==> config.mk <==
export PLATFORM = sky130hd
export DESIGN_NAME = drs_reset_sequencer
export DESIGN_NICKNAME = d
export VERILOG_FILES = /design/src/rtl/drs_reset_sequencer.v
export VERILOG_INCLUDE_DIRS = /design/src /design/src/rtl
export SDC_FILE = /design/constraint.sdc
export NUM_CORES = 1
export LEC_CHECK = 0
export ABC_AREA = 0
export BUFFER_PORTS_ARGS = -buffer_cell sky130_fd_sc_hd__clkbuf_2
export CAP_MARGIN = 0
export CORE_AREA = 4 4 202 204
export CTS_CLUSTER_SIZE = 28
export DETAILED_ROUTE_END_ITERATION = 10
export DIE_AREA = 0 0 206 208
export PLACE_DENSITY = 0.72
export SETUP_SLACK_MARGIN = 0.15
export SLEW_MARGIN = 20
export SYNTH_ARGS = -nofsm -noshare
export SYNTH_HDL_FRONTEND = slang
export SYNTH_SLANG_ARGS = --single-unit
==> constraint.sdc <==
create_clock -name mclk -period 3.55 [get_ports mclk]
set_input_delay 0.8875 -clock mclk [delete_from_list [all_inputs] [get_ports mclk]]
set_output_delay 0.8875 -clock mclk [all_outputs]
set_load 0.02 [all_outputs]
==> src/rtl/drs_map.vh <==
`ifndef DRS_MAP_VH
`define DRS_MAP_VH
// ---------------------------------------------------------------
// register byte offsets (chosen layout, one aligned word each)
// ---------------------------------------------------------------
`define DRS_OFF_CF_LO 8'h00
`define DRS_OFF_CF_HI 8'h04
`define DRS_OFF_OF_LO 8'h08
`define DRS_OFF_OF_HI 8'h0C
`define DRS_OFF_SF_LO 8'h10
`define DRS_OFF_SF_HI 8'h14
`define DRS_OFF_CFG13 8'h18
`define DRS_OFF_CFG14 8'h1C
`define DRS_OFF_STAT 8'h20
// ---------------------------------------------------------------
// reset values and field positions
// ---------------------------------------------------------------
`define DRS_CF_RST 48'h4000_0000_0000
`define DRS_CFG13_RST 8'h40
`define DRS_CFG14_RST 8'h00
`define DRS_DAC_MID 14'h2000
`define DRS_SF_EN_BIT 6
`define DRS_OF_EN_BIT 7
`define DRS_WORD_W 48
`define DRS_DAC_W 14
// ---------------------------------------------------------------
// timing and response codes
// ---------------------------------------------------------------
`define DRS_OUT_LAT 4'hB
`define DRS_RESP_OKAY 2'h0
`define DRS_RESP_SLVERR 2'h2
`endif

==> src/rtl/drs_reset_sequencer.v <==
// Implementation choices: the register offsets and the AXI4-Lite slave port.
`timescale 1ns/1ps
`include "drs_map.vh"
module drs_reset_sequencer (
    // clock and reset
    input wire mclk,
    input wire arst_n,
    // axi4-lite write address
    input wire [7:0] awaddr,
    input wire awvalid,
    output reg awready,
    // axi4-lite write data
    input wire [31:0] wdata,
    input wire [3:0] wstrb,
    input wire wvalid,
    output reg wready,
    // axi4-lite write response
    output reg [1:0] bresp,
    output reg bvalid,
    input wire bready,
    // axi4-lite read address
    input wire [7:0] araddr,
    input wire arvalid,
    output reg arready,
    // axi4-lite read data
    output reg [31:0] rdata,
    output reg [1:0] rresp,
    output reg rvalid,
    input wire rready,
    // synthesis outputs
    output reg [13:0] dacCode,
    output reg outReady
);

// ---------------------------------------------------------------
// state
// ---------------------------------------------------------------
reg [47:0] cfWord_q; // center frequency word
reg [47:0] ofWord_q; // offset frequency word, no reset value
reg [47:0] sfWord_q; // serial frequency word, no reset value
reg [7:0] cfg13_q; // config 13, serial/offset enables
reg [7:0] cfg14_q; // config 14, host must set
reg [47:0] phase_q; // phase accumulator
reg [47:0] step_q; // registered frequency sum
reg [3:0] latCnt_q; // cycles since reset release
reg wrOpen_q; // writes allowed, set one edge after release
reg awHeld_q; // address captured
reg wHeld_q; // data captured
reg [7:0] awAddr_q; // captured write address
reg [31:0] wData_q; // captured write data
reg [3:0] wStrb_q; // captured strobes
wire [13:0] sineCode; // amplitude from phase
wire doWrite; // both halves present, commit now
wire [47:0] stepSum; // frequency sum before register

// ---------------------------------------------------------------
// write gate
// ---------------------------------------------------------------
// the flop clears asynchronously and sets on the first edge seen
// after release, so nothing written on that edge lands
// a host that raises its request while reset is still low is only
// served from the second edge; awready and wready stay low until then
always @(posedge mclk or negedge arst_n) begin
    if (!arst_n) begin
        wrOpen_q <= 1'b0;
    end else begin
        wrOpen_q <= 1'b1;
    end
end

// ---------------------------------------------------------------
// axi write channel: address and data in either order
// ---------------------------------------------------------------
// a write commits once both halves are held and no answer is pending;
// a new address or data beat may be captured while bvalid still waits,
// so the host may overlap its next request with the response
assign doWrite = awHeld_q && wHeld_q && !bvalid;

// ready flags are one-cycle pulses; the held flags block a second
// capture until the held write has been committed
always @(posedge mclk or negedge arst_n) begin
    if (!arst_n) begin
        awready <= 1'b0;
        wready <= 1'b0;
        awHeld_q <= 1'b0;
        wHeld_q <= 1'b0;
        awAddr_q <= 8'h00;
        wData_q <= 32'h0000_0000;
        wStrb_q <= 4'h0;
        bvalid <= 1'b0;
        bresp <= `DRS_RESP_OKAY;
    end else begin
        awready <= 1'b0;
        wready <= 1'b0;
        // take address when free and gate open
        if (awvalid && !awHeld_q && !awready && wrOpen_q) begin
            awready <= 1'b1;
            awHeld_q <= 1'b1;
            awAddr_q <= awaddr;
        end
        // take data likewise
        if (wvalid && !wHeld_q && !wready && wrOpen_q) begin
            wready <= 1'b1;
            wHeld_q <= 1'b1;
            wData_q <= wdata;
            wStrb_q <= wstrb;
        end
        // commit then answer
        if (doWrite) begin
            awHeld_q <= 1'b0;
            wHeld_q <= 1'b0;
            bvalid <= 1'b1;
            case (awAddr_q)
                `DRS_OFF_CF_LO, `DRS_OFF_CF_HI, `DRS_OFF_OF_LO,
                `DRS_OFF_OF_HI, `DRS_OFF_SF_LO, `DRS_OFF_SF_HI,
                `DRS_OFF_CFG13, `DRS_OFF_CFG14: begin
                    bresp <= `DRS_RESP_OKAY;
                end
                default: begin
                    bresp <= `DRS_RESP_SLVERR; // unmapped or read-only
                end
            endcase
        end else if (bvalid && bready) begin
            bvalid <= 1'b0;
        end
    end
end

// ---------------------------------------------------------------
// control registers (byte lanes honoured)
// ---------------------------------------------------------------
// offset and serial words have no reset: their content is
// undefined after reset, only their enables are forced
// upper halves carry bits 47:32 in data bits 15:0; lanes 2 and 3 of
// an upper-half write are ignored
always @(posedge mclk) begin
    if (doWrite && wrOpen_q) begin
        case (awAddr_q)
            `DRS_OFF_OF_LO: begin
                if (wStrb_q[0]) ofWord_q[7:0] <= wData_q[7:0];
                if (wStrb_q[1]) ofWord_q[15:8] <= wData_q[15:8];
                if (wStrb_q[2]) ofWord_q[23:16] <= wData_q[23:16];
                if (wStrb_q[3]) ofWord_q[31:24] <= wData_q[31:24];
            end
            `DRS_OFF_OF_HI: begin
                if (wStrb_q[0]) ofWord_q[39:32] <= wData_q[7:0];
                if (wStrb_q[1]) ofWord_q[47:40] <= wData_q[15:8];
            end
            `DRS_OFF_SF_LO: begin
                if (wStrb_q[0]) sfWord_q[7:0] <= wData_q[7:0];
                if (wStrb_q[1]) sfWord_q[15:8] <= wData_q[15:8];
                if (wStrb_q[2]) sfWord_q[23:16] <= wData_q[23:16];
                if (wStrb_q[3]) sfWord_q[31:24] <= wData_q[31:24];
            end
            `DRS_OFF_SF_HI: begin
                if (wStrb_q[0]) sfWord_q[39:32] <= wData_q[7:0];
                if (wStrb_q[1]) sfWord_q[47:40] <= wData_q[15:8];
            end
            default: begin
            end
        endcase
    end
end

// reset-valued registers
// centre word loads the quarter-rate value, config 13 enables only the
// serial path; the host must still write config 14 after every reset
always @(posedge mclk or negedge arst_n) begin
    if (!arst_n) begin
        cfWord_q <= `DRS_CF_RST;
        cfg13_q <= `DRS_CFG13_RST;
        cfg14_q <= `DRS_CFG14_RST;
    end else if (doWrite && wrOpen_q) begin
        case (awAddr_q)
            `DRS_OFF_CF_LO: begin
                if (wStrb_q[0]) cfWord_q[7:0] <= wData_q[7:0];
                if (wStrb_q[1]) cfWord_q[15:8] <= wData_q[15:8];
                if (wStrb_q[2]) cfWord_q[23:16] <= wData_q[23:16];
                if (wStrb_q[3]) cfWord_q[31:24] <= wData_q[31:24];
            end
            `DRS_OFF_CF_HI: begin
                if (wStrb_q[0]) cfWord_q[39:32] <= wData_q[7:0];
                if (wStrb_q[1]) cfWord_q[47:40] <= wData_q[15:8];
            end
            `DRS_OFF_CFG13: begin
                if (wStrb_q[0]) cfg13_q <= wData_q[7:0];
            end
            `DRS_OFF_CFG14: begin
                if (wStrb_q[0]) cfg14_q <= wData_q[7:0];
            end
            default: begin
            end
        endcase
    end
end

// ---------------------------------------------------------------
// axi read channel
// ---------------------------------------------------------------
// reads are served in one cycle from the live registers; arready and
// rvalid rise together, and a new address is refused while rvalid
// waits. reads pass the write gate: they change nothing
always @(posedge mclk or negedge arst_n) begin
    if (!arst_n) begin
        arready <= 1'b0;
        rvalid <= 1'b0;
        rdata <= 32'h0000_0000;
        rresp <= `DRS_RESP_OKAY;
    end else begin
        arready <= 1'b0;
        if (arvalid && !arready && !rvalid) begin
            arready <= 1'b1;
            rvalid <= 1'b1;
            rresp <= `DRS_RESP_OKAY;
            case (araddr)
                `DRS_OFF_CF_LO: rdata <= cfWord_q[31:0];
                `DRS_OFF_CF_HI: rdata <= {16'h0000, cfWord_q[47:32]};
                `DRS_OFF_OF_LO: rdata <= ofWord_q[31:0];
                `DRS_OFF_OF_HI: rdata <= {16'h0000, ofWord_q[47:32]};
                `DRS_OFF_SF_LO: rdata <= sfWord_q[31:0];
                `DRS_OFF_SF_HI: rdata <= {16'h0000, sfWord_q[47:32]};
                `DRS_OFF_CFG13: rdata <= {24'h00_0000, cfg13_q};
                `DRS_OFF_CFG14: rdata <= {24'h00_0000, cfg14_q};
                // status: [5] output live, [4] write gate, [3:0] edges since release
                `DRS_OFF_STAT: rdata <= {26'h0, outReady, wrOpen_q, latCnt_q};
                default: begin
                    rdata <= 32'h0000_0000;
                    rresp <= `DRS_RESP_SLVERR;
                end
            endcase
        end else if (rvalid && rready) begin
            rvalid <= 1'b0;
        end
    end
end

// ---------------------------------------------------------------
// frequency sum and phase accumulator
// ---------------------------------------------------------------
// disabled words are zeroed before the add; 48-bit wrap is modulo
// the registered step costs one cycle of latency but keeps the
// three-word adder out of the accumulator path
assign stepSum = cfWord_q
    + (cfg13_q[`DRS_OF_EN_BIT] ? ofWord_q : 48'h0000_0000_0000)
    + (cfg13_q[`DRS_SF_EN_BIT] ? sfWord_q : 48'h0000_0000_0000);

always @(posedge mclk or negedge arst_n) begin
    if (!arst_n) begin
        step_q <= 48'h0000_0000_0000;
        phase_q <= 48'h0000_0000_0000;
    end else begin
        step_q <= stepSum;
        phase_q <= phase_q + step_q;
    end
end

// coarse amplitude: folded triangle of the top phase bits keeps the
// block small; a real sine table would replace this mapping
// the inversion sits inside the concatenation so it stays 13 bits wide
assign sineCode = phase_q[47] ? {~phase_q[46:34], 1'b0} : {phase_q[46:34], 1'b0};

// ---------------------------------------------------------------
// release latency counter and dac register
// ---------------------------------------------------------------
// counts edges after release and stops at the output latency; outReady
// rises on the edge at which the counter reaches its end, so the first
// live dac sample and the ready flag appear together
always @(posedge mclk or negedge arst_n) begin
    if (!arst_n) begin
        latCnt_q <= 4'h0;
        outReady <= 1'b0;
    end else if (latCnt_q != `DRS_OUT_LAT) begin
        latCnt_q <= latCnt_q + 4'h1;
        outReady <= (latCnt_q == (`DRS_OUT_LAT - 4'h1));
    end
end

// new code every cycle; held at midscale until the pipeline shows
// the reset state
// midscale is the dac's zero; holding it keeps the output quiet while
// the accumulator pipeline refills after reset
always @(posedge mclk or negedge arst_n) begin
    if (!arst_n) begin
        dacCode <= `DRS_DAC_MID;
    end else begin
        dacCode <= (latCnt_q == (`DRS_OUT_LAT - 4'h1) || outReady) ?
            sineCode : `DRS_DAC_MID;
    end
end

endmodule // drs_reset_sequencer

After elaboration in Yosys (flattened, before gate mapping)
Memory sizes are Yosys's and may differ from the RTL's. Cells that the tools add are included.

Bits in registers: 363. Word-level logic and storage cells: 129. Input port bits: 59. Output and inout port bits: 56. Bits in read-only memories: 32. Memories kept: 1.

Add/subtract/negate cells: 4. Bitwise logic cells: 1. Equality and inequality tests: 17. Multiplexer cells: 18. Reduce and logical (&&, ||, !) cells: 49.

Memories: (no name shown) (depth 32, bits a word 1, rd ports 1, clocked after memory_dff 0, wr ports 0, RTL line drs_reset_sequencer.v:113) `case (awAddr_q)`.

Operator list (count): $pmux W32 S9 (1); $add A48 B48 Y48 (3); $mux W48 (2); $eq A8 B5 Y1 const B (8); $reduce_and A3 Y1 (20); $eq A8 B4 Y1 const B (4); $mux W14 (2); $eq A8 B3 Y1 const B (2); $logic_not A8 Y1 (2); $logic_and A1 B1 Y1 (13); $not A13 Y13 (1); $mux W1 (11); $reduce_or A9 Y1 (1); $eq A8 B6 Y1 const B (1); $reduce_bool A2 Y1 (4); $logic_not A1 Y1 (7); $add A4 B1 Y4 const B (1); $eq A4 B4 Y1 const B (1); $mux W2 (2); $ne A4 B4 Y1 const B (1); $logic_not A3 Y1 (1); $logic_or A1 B1 Y1 (1).

Depth between registers and ports, before layout
Gate-level depths: netlist of the first run.

Word-level depth: 6. Gate-level depth with buffers: 17. Mapped depth without buffers: 16.

Least setup slack after synthesis of the first run
OpenSTA, ideal clock, no wires.

Path kind: register -> register. Start point: reg cfg13_q[6]. End point: reg step_q[45]. Required time: 3470 ps. Slack: -356 ps. Path buffers: 2. Data arrival time: 3826 ps. Clock period less this slack: 3906 ps. Stages on the path, launching flop included: 16. Setup time: 80 ps. Cell sequence: dfstp_2 clkbuf_1 clkbuf_1 and2_1 fa_1 ha_1 and3_1 and2_1 a221oi_1 nand2b_1 or4_1 a211oi_2 a21o_1 o21ai_1 a21oi_1 xnor2_1.

Longest elaborated chain between the ends: 2.

Ends and longest elaborated chain: start, declared (RTL line drs_reset_sequencer.v:41) `reg [7:0] cfg13_q;`; start signal, assigned (RTL line drs_reset_sequencer.v:171) `` cfg13_q <= `DRS_CFG13_RST; ``; start signal, assigned (RTL line drs_reset_sequencer.v:186) `if (wStrb_q[0]) cfg13_q <= wData_q[7:0];`; $mux W48 (RTL line drs_reset_sequencer.v:245) `` + (cfg13_q[`DRS_SF_EN_BIT] ? sfWord_q : 48'h0000_0000_0000); ``; $add A48 B48 Y48 (RTL line drs_reset_sequencer.v:243) `assign stepSum = cfWord_q`; net stepSum[45] (RTL line drs_reset_sequencer.v:54) `wire [47:0] stepSum;`; end signal, assigned (RTL line drs_reset_sequencer.v:252) `step_q <= stepSum;`; end, declared (RTL line drs_reset_sequencer.v:44) `reg [47:0] step_q;`.

The timed path passes the listed nets, and every way through them passes these cells. A chain may end at the register's enable or synchronous reset.

Worst setup path after layout of the first run
Start point: reg cfg13_q[6]. End point: reg step_q[46].

Same word-level chain as after synthesis.

==> metrics.md, run 1 <==
| Metric | Value |
|---|---|
| Status | finished, violations left |
| Failing checks | setup timing |
| Die Area | about 43000 um2 |
| WP buf/inv | 3 |
| Final GP Congestion | about 0.92 |
| Final Skew | 30.9 ps |
| DR DRC count | 0 |
| Worst path arrival time | ~4200 ps |
| Total grt overflow | 0 |
| Final WL | 51400 um |
| CTS Buf Count | 40 |
| RSZ-0062 raised after global routing | yes |
| Fmax | 266 MHz |
| Port Buffers | ~110 |
| Die X | 206 um |
| Clk pin slew, worst setup/hold paths | 60 ps |
| Tot Pwr | roughly 0.013 W |
| Min cycle time layout | 3760 ps |
| Area leader, netlist | dfrtp_1 |
| R2R cell count | 15 |
| Wire per inst | 20.7 um |
| CTS sink count | 360 |
| Ports | 115 |
| Setup violators final | 15 |
| Routed vias | approximately 14000 |
| Synth Instances | 1675 |
| Slew Limit Headroom | between 40% and 50% |
| Antenna-violating nets left | 0 |
| Compound-Gate Fraction of Synth Area | between 10% and 20% |
| Die Ht | ~210 um |
| CP peak stage delay | slightly below 600 ps |
| Crit path kind | reg -> reg |
| Worst hold path class | in -> async |
| CP top delay family | compound AO/OA/AOI/OAI gates |
| DR vias/cell | 5.77 |
| CTS tree | yes |
| Slowest stage cell, crit path | dfstp_2 |
| Vias in the first global route | 14600 |
| Post-Synth XOR/XNOR Area | roughly 4.7% |
| Seq/Total Area, Yosys | 49.2% |
| Instance count on the critical path | 15 |
| Rows | 73 |
| CP Capture Type | register |
| Ant diodes | 0 |
| Maxcap violations | 0 |
| Synth Cell Area | 19300 um2 |
| Count leader, synth | dfrtp_1 |
| Final Cell Area | 23600 um2 |
| Post-synthesis simple-gate area fraction | a little under an eighth |
| Pwr/cell area | 535 nW/um2 |
| Detailed Routing Iterations Pass 1 | 6 |
| Area contributors post-synth | dfrtp_1 (34%), edfxtp_1 (15%), mux2_2 (6.4%) |
| Initial antenna violation count | 0 |
| Area post-placement | 21500 um2 |
| Initial cell density of the core | approximately half |
| Final WS setup | -213 ps |
| Initial DRC count | 1058 |
| Pin count of the biggest net entering global routing | 87 |
| FF+latch count, synth | 360 |
| Nets | between 2000 and 2500 |
| CP Launch Type | register |
| Final Slew Violations | 0 |
| Worst slew pin tran | approximately 750 ps |
| Synth cell types | 74 |
| Pre-CTS setup slack | -266 ps |
| CP cell instances | buf_6 > buf_12 > and2_1 > fa_1 > ha_4 > buf_4 > a31o_1 > o211a_1 > o21ai_2 > a21oi_2 > a211o_1 > and3_4 > o41a_4 > a221oi_2 > xnor2_1 |
| Max IR drop VDD | 0.000473 V |
| Number of synthesis warnings | 0 |
| Ys flop type | dfrtp_1 |
| First-pass GRT wire length | 80800 um |
| Cts hold-fix bufs | 0 |
| Post-synth top cells | dfrtp_1 (261), nand2_1 (127), mux2_2 (110) |
| Post-synthesis async set-or-reset flop share | roughly 73% |
| Fillers | 3188 |
| Adder-cell area share of the yosys netlist | 11.2% |
| Layout area overhead | 22.4% |
| Post-synth EDFFs | 96 |
| CP required | 4000 ps |
| GRT Total Usage | between 20% and 30% |
| CTS H-Tree Depth | 2 |
| DPL Wire Length | 38000 um |
| Finished Core Util | 60.1% |
| Largest family of logic cells by synthesized area | compound AO/OA/AOI/OAI gates |
| Clock Tree Buf Depth | 3 |
| Lkg Pwr | approximately 11 nW |
| Synthesized area per cell | 11.5 um2 |
| Final Hold Viols | 0 |
| Setup TNS | -2440 ps |
| Mux cell area share after synthesis | under 10% |
| Crit path max fanout | 7 |
| CTS root buffer | clkbuf_16 |
| Period utilization | 106% |
| Clk_lat worst skew | 570 ps |
| Layout cells sized above 1 | 28.2% |
| Core area | 39300 um2 |
| Share of the synthesized area in the top cell type | 33.9% |
## timing repair
action                                  CTS  global route
pin swaps                                38            47
resized for setup                        37            64
endpoints found under the setup margin   20            34
setup buffers                            12            14
cloned                                    2             1
## metrics by stage
stage | cells | hold WS [ps]
2_1_floorplan | 1677 | 443
3_3_place_gp | 2381 | 452
3_5_place_dp | 2381 | 457
4_1_cts | 2469 | 375
5_1_grt | 2484 | 406
6_report | 2484 | 359
## power breakdown
part           internal, W  leakage, nW  switching (W)
sequential         0.00513         4.35       0.000694
clock              0.00260        0.691        0.00171
combinational      0.00113         6.37        0.00135
total              0.00886         11.4        0.00376
## layout by cell type (no fill, tap or decap), types with 21 or more instances in the layout
cell type | netlist | layout
a21o_1 | 71 | 71
a21oi_1 | 98 | 84
a22oi_1 | 24 | 24
and2_1 | 105 | 94
and3_1 | 22 | 21
buf_4 | 3 | 137
clkbuf_16 | 0 | 43
clkbuf_2 | 0 | 110
dfrtp_1 | 261 | 261
edfxtp_1 | 96 | 96
fa_1 | 49 | 47
ha_1 | 95 | 76
inv_1 | 29 | 27
mux2_2 | 110 | 110
nand2_1 | 127 | 124
nand3_1 | 34 | 34
nor2_1 | 78 | 75
o21ai_0 | 73 | 64
xnor2_1 | 67 | 63
xor2_1 | 36 | 35
## sequential cells by signal (all words and copies together), names as in the netlist, 8 cells and up
name,cells
step_q,48
cfg13_q,8
ofWord_q,48
rdata,32
wData_q,32
sfWord_q,48
cfg14_q,8
dacCode,13
awAddr_q,8
cfWord_q,48
phase_q,48
## worst paths after layout
check	startpoint	end	slack, ps
worst max register to register	cfg13_q[6]	step_q[46]	-210
min in group mclk	awready	awready	470
worst max-delay path	cfg13_q[6]	step_q[46]	-210
max in group asynchronous	arst_n	cfWord_q[46]	2350
worst min-delay path	arst_n	phase_q[29]	360
worst min register to register	awready	awready	470
## layer usage
metal,GRT usage (%),share of wire (%),vias to the layer above
li1,-,-,6592
met1,34.5,44,7117
met2,36.9,46,519
met3,4.08,6.7,109
met4,8.26,3.7,0
met5,0,0,-
## cell families (layout without fill, tap and decap cells)
group,after synthesis,after routing
xor+xnor,103,103
compound gates,411,411
mux,117,117
fa+ha+maj,144,144
other cells,2,4
buf+inv,93,375
flops,360,360
simple gates,445,445
## layout make-up
| class | count | area (um2) | share of cell area, % |
|---|---|---|---|
| Timing Repair Buffer | 272 | 1960 | 8.32 |
| Sequential cell | 360 | 9490 | 40.2 |
| Tap cell | 525 | 657 | 2.78 |
| Inverter | 29 | 109 | 0.461 |
| Clock buffer | 48 | 1100 | 4.68 |
| Multi-Input combinational cell | 1224 | 9990 | 42.3 |
| Clock inverter | 26 | 284 | 1.20 |
Power figures use the tool's default switching activity.
==> run 2: changes to the inputs <==
Settings changed: ABC_AREA 0 to 1, CORE_AREA 4 4 202 204 to 5 5 212 214, DIE_AREA 0 0 206 208 to 0 0 217 219, PLACE_DENSITY 0.72 to 0.77.
==> metrics.md, run 2 <==
| Metric | Value |
|---|---|
| Initial antenna violation count | 1 (+1) |
| Synthesized area per cell | 7.26 um2 (-37%) |
| Sequential Area | 9490 um2 (unchanged) |
| GRT Total Usage | 27.0% (+3.1 points) |
| Detailed Routing Iterations Pass 1 | 7 (+1) |
| Final Hold Viols | 0 (unchanged) |
| Core area | 42700 um2 (+8.7%) |
| Ports | 115 (unchanged) |
| CTS Buf Count | 39 (-2.5%) |
| Nets | 3517 (+65%) |
| WP buf/inv | 3 (unchanged) |
| Number of synthesis warnings | 0 (unchanged) |
| Ant diodes | 0 (unchanged) |
| Rows | 76 (+4.1%) |
| Area of the multi-input gates | 11100 um2 (+11%) |
| Max IR drop VDD | 0.000446 V (-5.6%) |
| Mux cell area share after synthesis | 0% (-6.8 points) |
| Post-synthesis simple-gate area fraction | 30.8% (+19 points) |
| Tot Pwr | 0.0132 W (+4.3%) |
| Area leader, netlist | dfrtp_1 |
| Slowest stage cell, crit path | dfstp_2 |
| Worst path arrival time | 3690 ps (-530 ps) |
| Ys flop type | dfrtp_1 |
| Worst hold path class | in -> async |
| Number of setup buffers added after CTS | 0 (-12) |
| Adder-cell area share of the yosys netlist | 9.37% (-1.9 points) |
| Compound-Gate Fraction of Synth Area | 4.86% (-9.6 points) |
| Die Area | 47500 um2 (+11%) |
| First-pass GRT wire length | 102000 um (+27%) |
| Port Buffers | 111 (unchanged) |
| Synth Cell Area | 23100 um2 (+20%) |
| Vias in the first global route | 19600 (+34%) |
| Wire per inst | 16.2 um (-22%) |
| Synth Instances | 3188 (+90%) |
| Status | finished clean |
| CP Capture Type | register |
| Final WL | 63000 um (+22%) |
| Most frequent cells in the layout | nand2_1 (1267), inv_1 (600), dfrtp_1 (261) |
| Pwr/cell area | 514 nW/um2 (-3.9%) |
| Fillers | 3905 (+22%) |
| Share of the synthesized area in the top cell type | 28.2% (-5.6 points) |
| CP top delay family | simple AND/OR/NAND/NOR gates |
| Final Slew Violations | 0 (unchanged) |
| Final GP Congestion | 1.01 (+10%) |
| Initial DRC count | 1711 (+62%) |
| Setup violators final | 0 (-15) |
| CTS root buffer | clkbuf_16 |
| Clock Tree Buf Depth | 3 (unchanged) |
| Layout cells sized above 1 | 8.64% (-20 points) |
| Routed vias | 19800 (+38%) |
| Area post-placement | 24400 um2 (+14%) |
| Worst slew pin tran | 910 ps (+158 ps) |
| Dpl cells | 3819 (+60%) |
| Clk_lat worst skew | 570 ps (about the same) |
| Synth cell types | 47 (-36%) |
| Lkg Pwr | 14.7 nW (+29%) |
| Clk pin slew, worst setup/hold paths | 60 ps (about the same) |
| Final Skew | 27.1 ps (-3.82 ps) |
| Setup TNS | 0 ps (+2440 ps) |
| Largest family of logic cells by synthesized area | simple AND/OR/NAND/NOR gates |
| Antenna-violating nets left | 0 (unchanged) |
| Final Cell Area | 25600 um2 (+8.5%) |
| Total grt overflow | 0 (unchanged) |
| Crit path max fanout | 45 (+38) |
| Pin count of the biggest net entering global routing | 96 (+10%) |
| Count leader, synth | nand2_1 |
| Post-Synth XOR/XNOR Area | 2.61% (-2.1 points) |
| DPL Wire Length | 50200 um (+32%) |
| CP peak stage delay | 610 ps (+20 ps) |
| Commonest non-fill, non-tap cell in the layout | nand2_1 |
| Final cell count without fillers | 3891 (+57%) |
| Period utilization | 91.4% (-15 points) |
| Post-synthesis async set-or-reset flop share | 73.3% (unchanged) |
| RSZ-0062 raised after global routing | yes |
| FF+latch count, synth | 360 (unchanged) |
| CTS tree | yes |
| Maxcap violations | 0 (unchanged) |
| CTS H-Tree Depth | 2 (unchanged) |
| DR DRC count | 0 (unchanged) |
| Slew Limit Headroom | 39.1% (-11 points) |
| Post-synth EDFFs | 96 (unchanged) |
| Die X | 217 um (+5.3%) |
| Layout area overhead | 10.7% |
| Die Ht | 219 um (+5.3%) |
| Crit path kind | reg -> reg |
| Finished Core Util | 60.0% (-0.10 points) |
| CTS sink count | 360 (unchanged) |
| CP required | 3990 ps (about the same) |
| Fmax | 308 MHz (+16%) |
| Most used cell, CP | nand2_1 |
| Initial cell density of the core | 54.2% (+5.1 points) |
| Seq/Total Area, Yosys | 41.0% (-8.2 points) |
| Area contributors post-synth | dfrtp_1 (28%), nand2_1 (21%), edfxtp_1 (12%) |
| DR vias/cell | 5.10 (-12%) |
| CP Launch Type | register |
| CP cell instances | buf_12 > nand2_1 > inv_1 > fa_1 > ha_2 > nand2_1 > nor2_1 > inv_1 > nor2_1 > nand2_1 > a21oi_1 > nor2_1 > nand2_1 > nand2_1 |
| Post-synth top cells | nand2_1 (1267), inv_1 (600), dfrtp_1 (261) |
| Min cycle time layout | 3240 ps (-519 ps) |
## run 2: changes by cell type in the layout (fill, tap and decap cells not counted), sizes merged, moves of 46 or more
cell	previous run	this run
nor2	78	241
a21oi	100	54
nand2	127	1278
xnor2	67	21
inv	32	610
a21o	71	1
mux2	110	0
buf	161	28
nand3	34	170
and2	105	3
## run 2: cells by family (layout without fill, tap and decap cells)
| family | after synthesis | count (layout) |
|---|---|---|
| XOR/XNOR | 69 | 69 |
| AO/OA/AOI/OAI | 188 | 188 |
| AND/OR/NAND/NOR | 1758 | 1758 |
| other | 2 | 4 |
| adder cells (fa/ha/maj) | 144 | 144 |
| flip-flops | 360 | 360 |
| buffers and inverters | 667 | 822 |
## run 2: final cells by class
type                    instances  area share (%)
clock buffers                  53            4.34
clock inverters                19           0.523
inverters                     612            8.99
multi-input cells            2163            43.2
flip-flops and latches        360            37.1
well taps                     546            2.67
repair buffers                138            3.20
## run 2: report_power, final
group | switching [W] | internal (W)
Clock | 0.00175 | 0.00223
Combinational | 0.00224 | 0.00115
Sequential | 0.000616 | 0.00518
## run 2: through the flow
| stage | setup slack [ps] | hold WS, ps |
|---|---|---|
| 2_1_floorplan | 366 | 442 |
| 3_3_place_gp | 325 | 454 |
| 3_5_place_dp | 322 | 459 |
| 4_1_cts | 306 | 287 |
| 5_1_grt | 139 | 317 |
| 6_report | 306 | 265 |
## run 2: final timing paths
check | cells after the start | slack (ps) | to | from
min | 1 | 260 | awAddr_q[6] | arst_n
max | 14 | 310 | step_q[31] | cfg13_q[6]
max in group asynchronous | 2 | 2290 | dacCode[13] | arst_n
min reg2reg | 1 | 470 | phase_q[0] | step_q[0]
min in group mclk | 1 | 470 | phase_q[0] | step_q[0]
max reg2reg | 14 | 310 | step_q[31] | cfg13_q[6]
## run 2: per-layer routing
layer	GRT usage [%]	share of wire (%)
met5	0	0.014
met4	9.42	3.6
met3	3.96	6.8
met2	45.3	47
met1	36.1	43
## run 2: timing repair
| item | 4_1_cts | 5_1_grt |
|---|---|---|
| resized for setup | 0 | 4 |
| hold buffers | 0 | 0 |
| endpoints found under the setup margin | 0 | 5 |
==> run 3: changes to the inputs <==
Settings changed: CORE_AREA 5 5 212 214 to 2 2 209 211, DIE_AREA 0 0 217 219 to 0 0 211 213, PLACE_DENSITY 0.77 to 0.71.
==> metrics.md, run 3 (synthesis gave the netlist of run 2 again) <==
| Metric | Value |
|---|---|
| Final GP Congestion | 1.03 (+2.0%) |
| CTS Buf Count | 41 (+5.1%) |
| Worst path arrival time | 3660 ps (-30 ps) |
| DR vias/cell | 5.17 (+1.5%) |
| Worst slew pin tran | 1010 ps (+104 ps) |
| Most used cell, CP | nand2_1 |
| Die Ht | 213 um (-2.7%) |
| Ports | 115 (unchanged) |
| Crit path max fanout | 36 (-20%) |
| Final WL | 67500 um (+7.3%) |
| Final Slew Violations | 0 (unchanged) |
| # resized after CTS | 0 (unchanged) |
| Final Skew | 17.4 ps (-9.73 ps) |
| Status | finished clean |
| CTS sink count | 360 (unchanged) |
| Die X | 211 um (-2.8%) |
| Routed vias | 20100 (+1.6%) |
| Pwr/cell area | 528 nW/um2 (+2.7%) |
| Fmax | 313 MHz (+1.6%) |
| Die Area | 44900 um2 (-5.4%) |
| Cts hold-fix bufs | 0 (unchanged) |
| Clk_lat worst skew | 570 ps (about the same) |
| Core area | 42700 um2 (unchanged) |
| Pin count of the biggest net entering global routing | 86 (-10%) |
| Worst hold path class | in -> async |
| Rows | 76 (unchanged) |
| DPL Wire Length | 54200 um (+8.0%) |
| Final Hold Viols | 0 (unchanged) |
| First-pass GRT wire length | 107000 um (+4.9%) |
| R2R cell count | 14 (unchanged) |
| CP Launch Type | register |
| Antenna-violating nets left | 0 (unchanged) |
| CP peak stage delay | 560 ps (-50 ps) |
| Layout area overhead | 11.3% |
| Max IR drop VDD | 0.000536 V (+20%) |
| Number of setup buffers added after CTS | 0 (unchanged) |
| RSZ-0062 raised after global routing | no |
| CTS root buffer | clkbuf_16 |
| Ant diodes | 0 (unchanged) |
| Setup TNS | 0 ps (unchanged) |
| Sw frac | 34.6% (-0.41 points) |
| CTS H-Tree Depth | 2 (unchanged) |
| Dpl cells | 3818 (-0.026%) |
| Lkg Pwr | 14.8 nW (+0.56%) |
| DR DRC count | 0 (unchanged) |
| Clock network power share | 32.1% (+1.9 points) |
| Slowest stage cell, crit path | dfstp_2 |
| Setup violators final | 0 (unchanged) |
| Port Buffers | 111 (unchanged) |
| Vias in the first global route | 20200 (+2.9%) |
| Slew Limit Headroom | 32.1% (-7.0 points) |
| Commonest non-fill, non-tap cell in the layout | nand2_1 |
| Total grt overflow | 0 (unchanged) |
| Most frequent cells in the layout | nand2_1 (1267), inv_1 (600), dfrtp_1 (261) |
| Min cycle time layout | 3190 ps (-50.1 ps) |
| Sequential power share | 42.8% (-1.2 points) |
| Crit path kind | reg -> reg |
| Nets | 3518 (+0.028%) |
| CP required | 4010 ps (+20 ps) |
| Layout cells sized above 1 | 8.75% (+0.11 points) |
| Clk pin slew, worst setup/hold paths | 60 ps (about the same) |
| Pint | 0.00890 W (+4.0%) |
| Maxcap violations | 0 (unchanged) |
| Detailed Routing Iterations Pass 1 | 6 (-1) |
| Clock Tree Buf Depth | 3 (unchanged) |
| Final cell count without fillers | 3894 (+0.077%) |
| Pre-CTS setup slack | 299 ps (-22.8 ps) |
| NetSw | 0.00471 W (+2.2%) |
| Initial antenna violation count | 0 (-1) |
| CP cell instances | buf_12 > nand2_1 > inv_1 > fa_1 > ha_1 > nand2_1 > nor2_2 > inv_1 > nor2_1 > nand3b_1 > nand3_1 > nand2_1 > nand3_1 > nand2_1 |
| Initial cell density of the core | 54.2% (unchanged) |
| GRT Total Usage | 31.0% (+4.1 points) |
| Initial DRC count | 1482 (-13%) |
| Final WS setup | 356 ps (+50.1 ps) |
| Wire per inst | 17.3 um (+7.2%) |
| Logic pwr share | 25.1% (-0.6 points) |
| CP Capture Type | register |
| Period utilization | 90.0% (-1.4 points) |
| CTS tree | yes |
[run 3: per-stage QoR]
stage	power (W)	util (%)	area (um2)	hold WS (ps)
2_1_floorplan	0.00809	-	23200	442
3_3_place_gp	0.00915	57.1	24400	448
3_5_place_dp	0.00927	57.1	24400	462
4_1_cts	0.0137	60.3	25800	264
5_1_grt	0.0144	60.4	25800	288
6_report	0.0136	60.4	25800	268
[run 3: power groups by stage]
stage               logic (W)  clock network (W)  registers, W
finish                0.00341            0.00437       0.00583
global route          0.00387            0.00458       0.00592
CTS                   0.00342            0.00442       0.00582
detailed placement    0.00339                  0       0.00588
global placement      0.00330                  0       0.00585
floorplan             0.00232                  0       0.00576
[run 3: layer usage]
layer / vias to the layer above / global-route usage (%) / wire, um
met5: - / 0 / 0
met4: 0 / 10.5 / 2130
met3: 119 / 4.15 / 3950
met2: 632 / 52.9 / 32100
met1: 9472 / 41.0 / 29400
li1: 9922 / - / -
[run 3: final cells by class]
cell class / instances / area (um2)
multi-input combinational: 2163 / 11100
clock inverter: 21 / 216
inverter: 612 / 2300
timing repair buffer: 137 / 836
clock buffer: 55 / 1170
sequential: 360 / 9490
fill: 3952 / 16900
tap: 546 / 683
[run 3: final timing paths]
| path | endpoint | slack (ps) | from |
|---|---|---|---|
| setup / recovery | step_q[37] | 360 | cfg13_q[6] |
| hold / removal | rdata[4] | 270 | arst_n |
| setup reg to reg | step_q[37] | 360 | cfg13_q[6] |
| hold reg to reg | phase_q[0] | 470 | step_q[0] |
| max in group asynchronous | wData_q[24] | 2420 | arst_n |
| min in group mclk | phase_q[0] | 470 | step_q[0] |
[run 3: critical path, delay by kind of cell (launching register included)]
kind                       cells  cell delay, ps
and+or+nand+nor                9            1280
buffers and inverters          3             350
adders and majority gates      2             870
DFF                            1             560
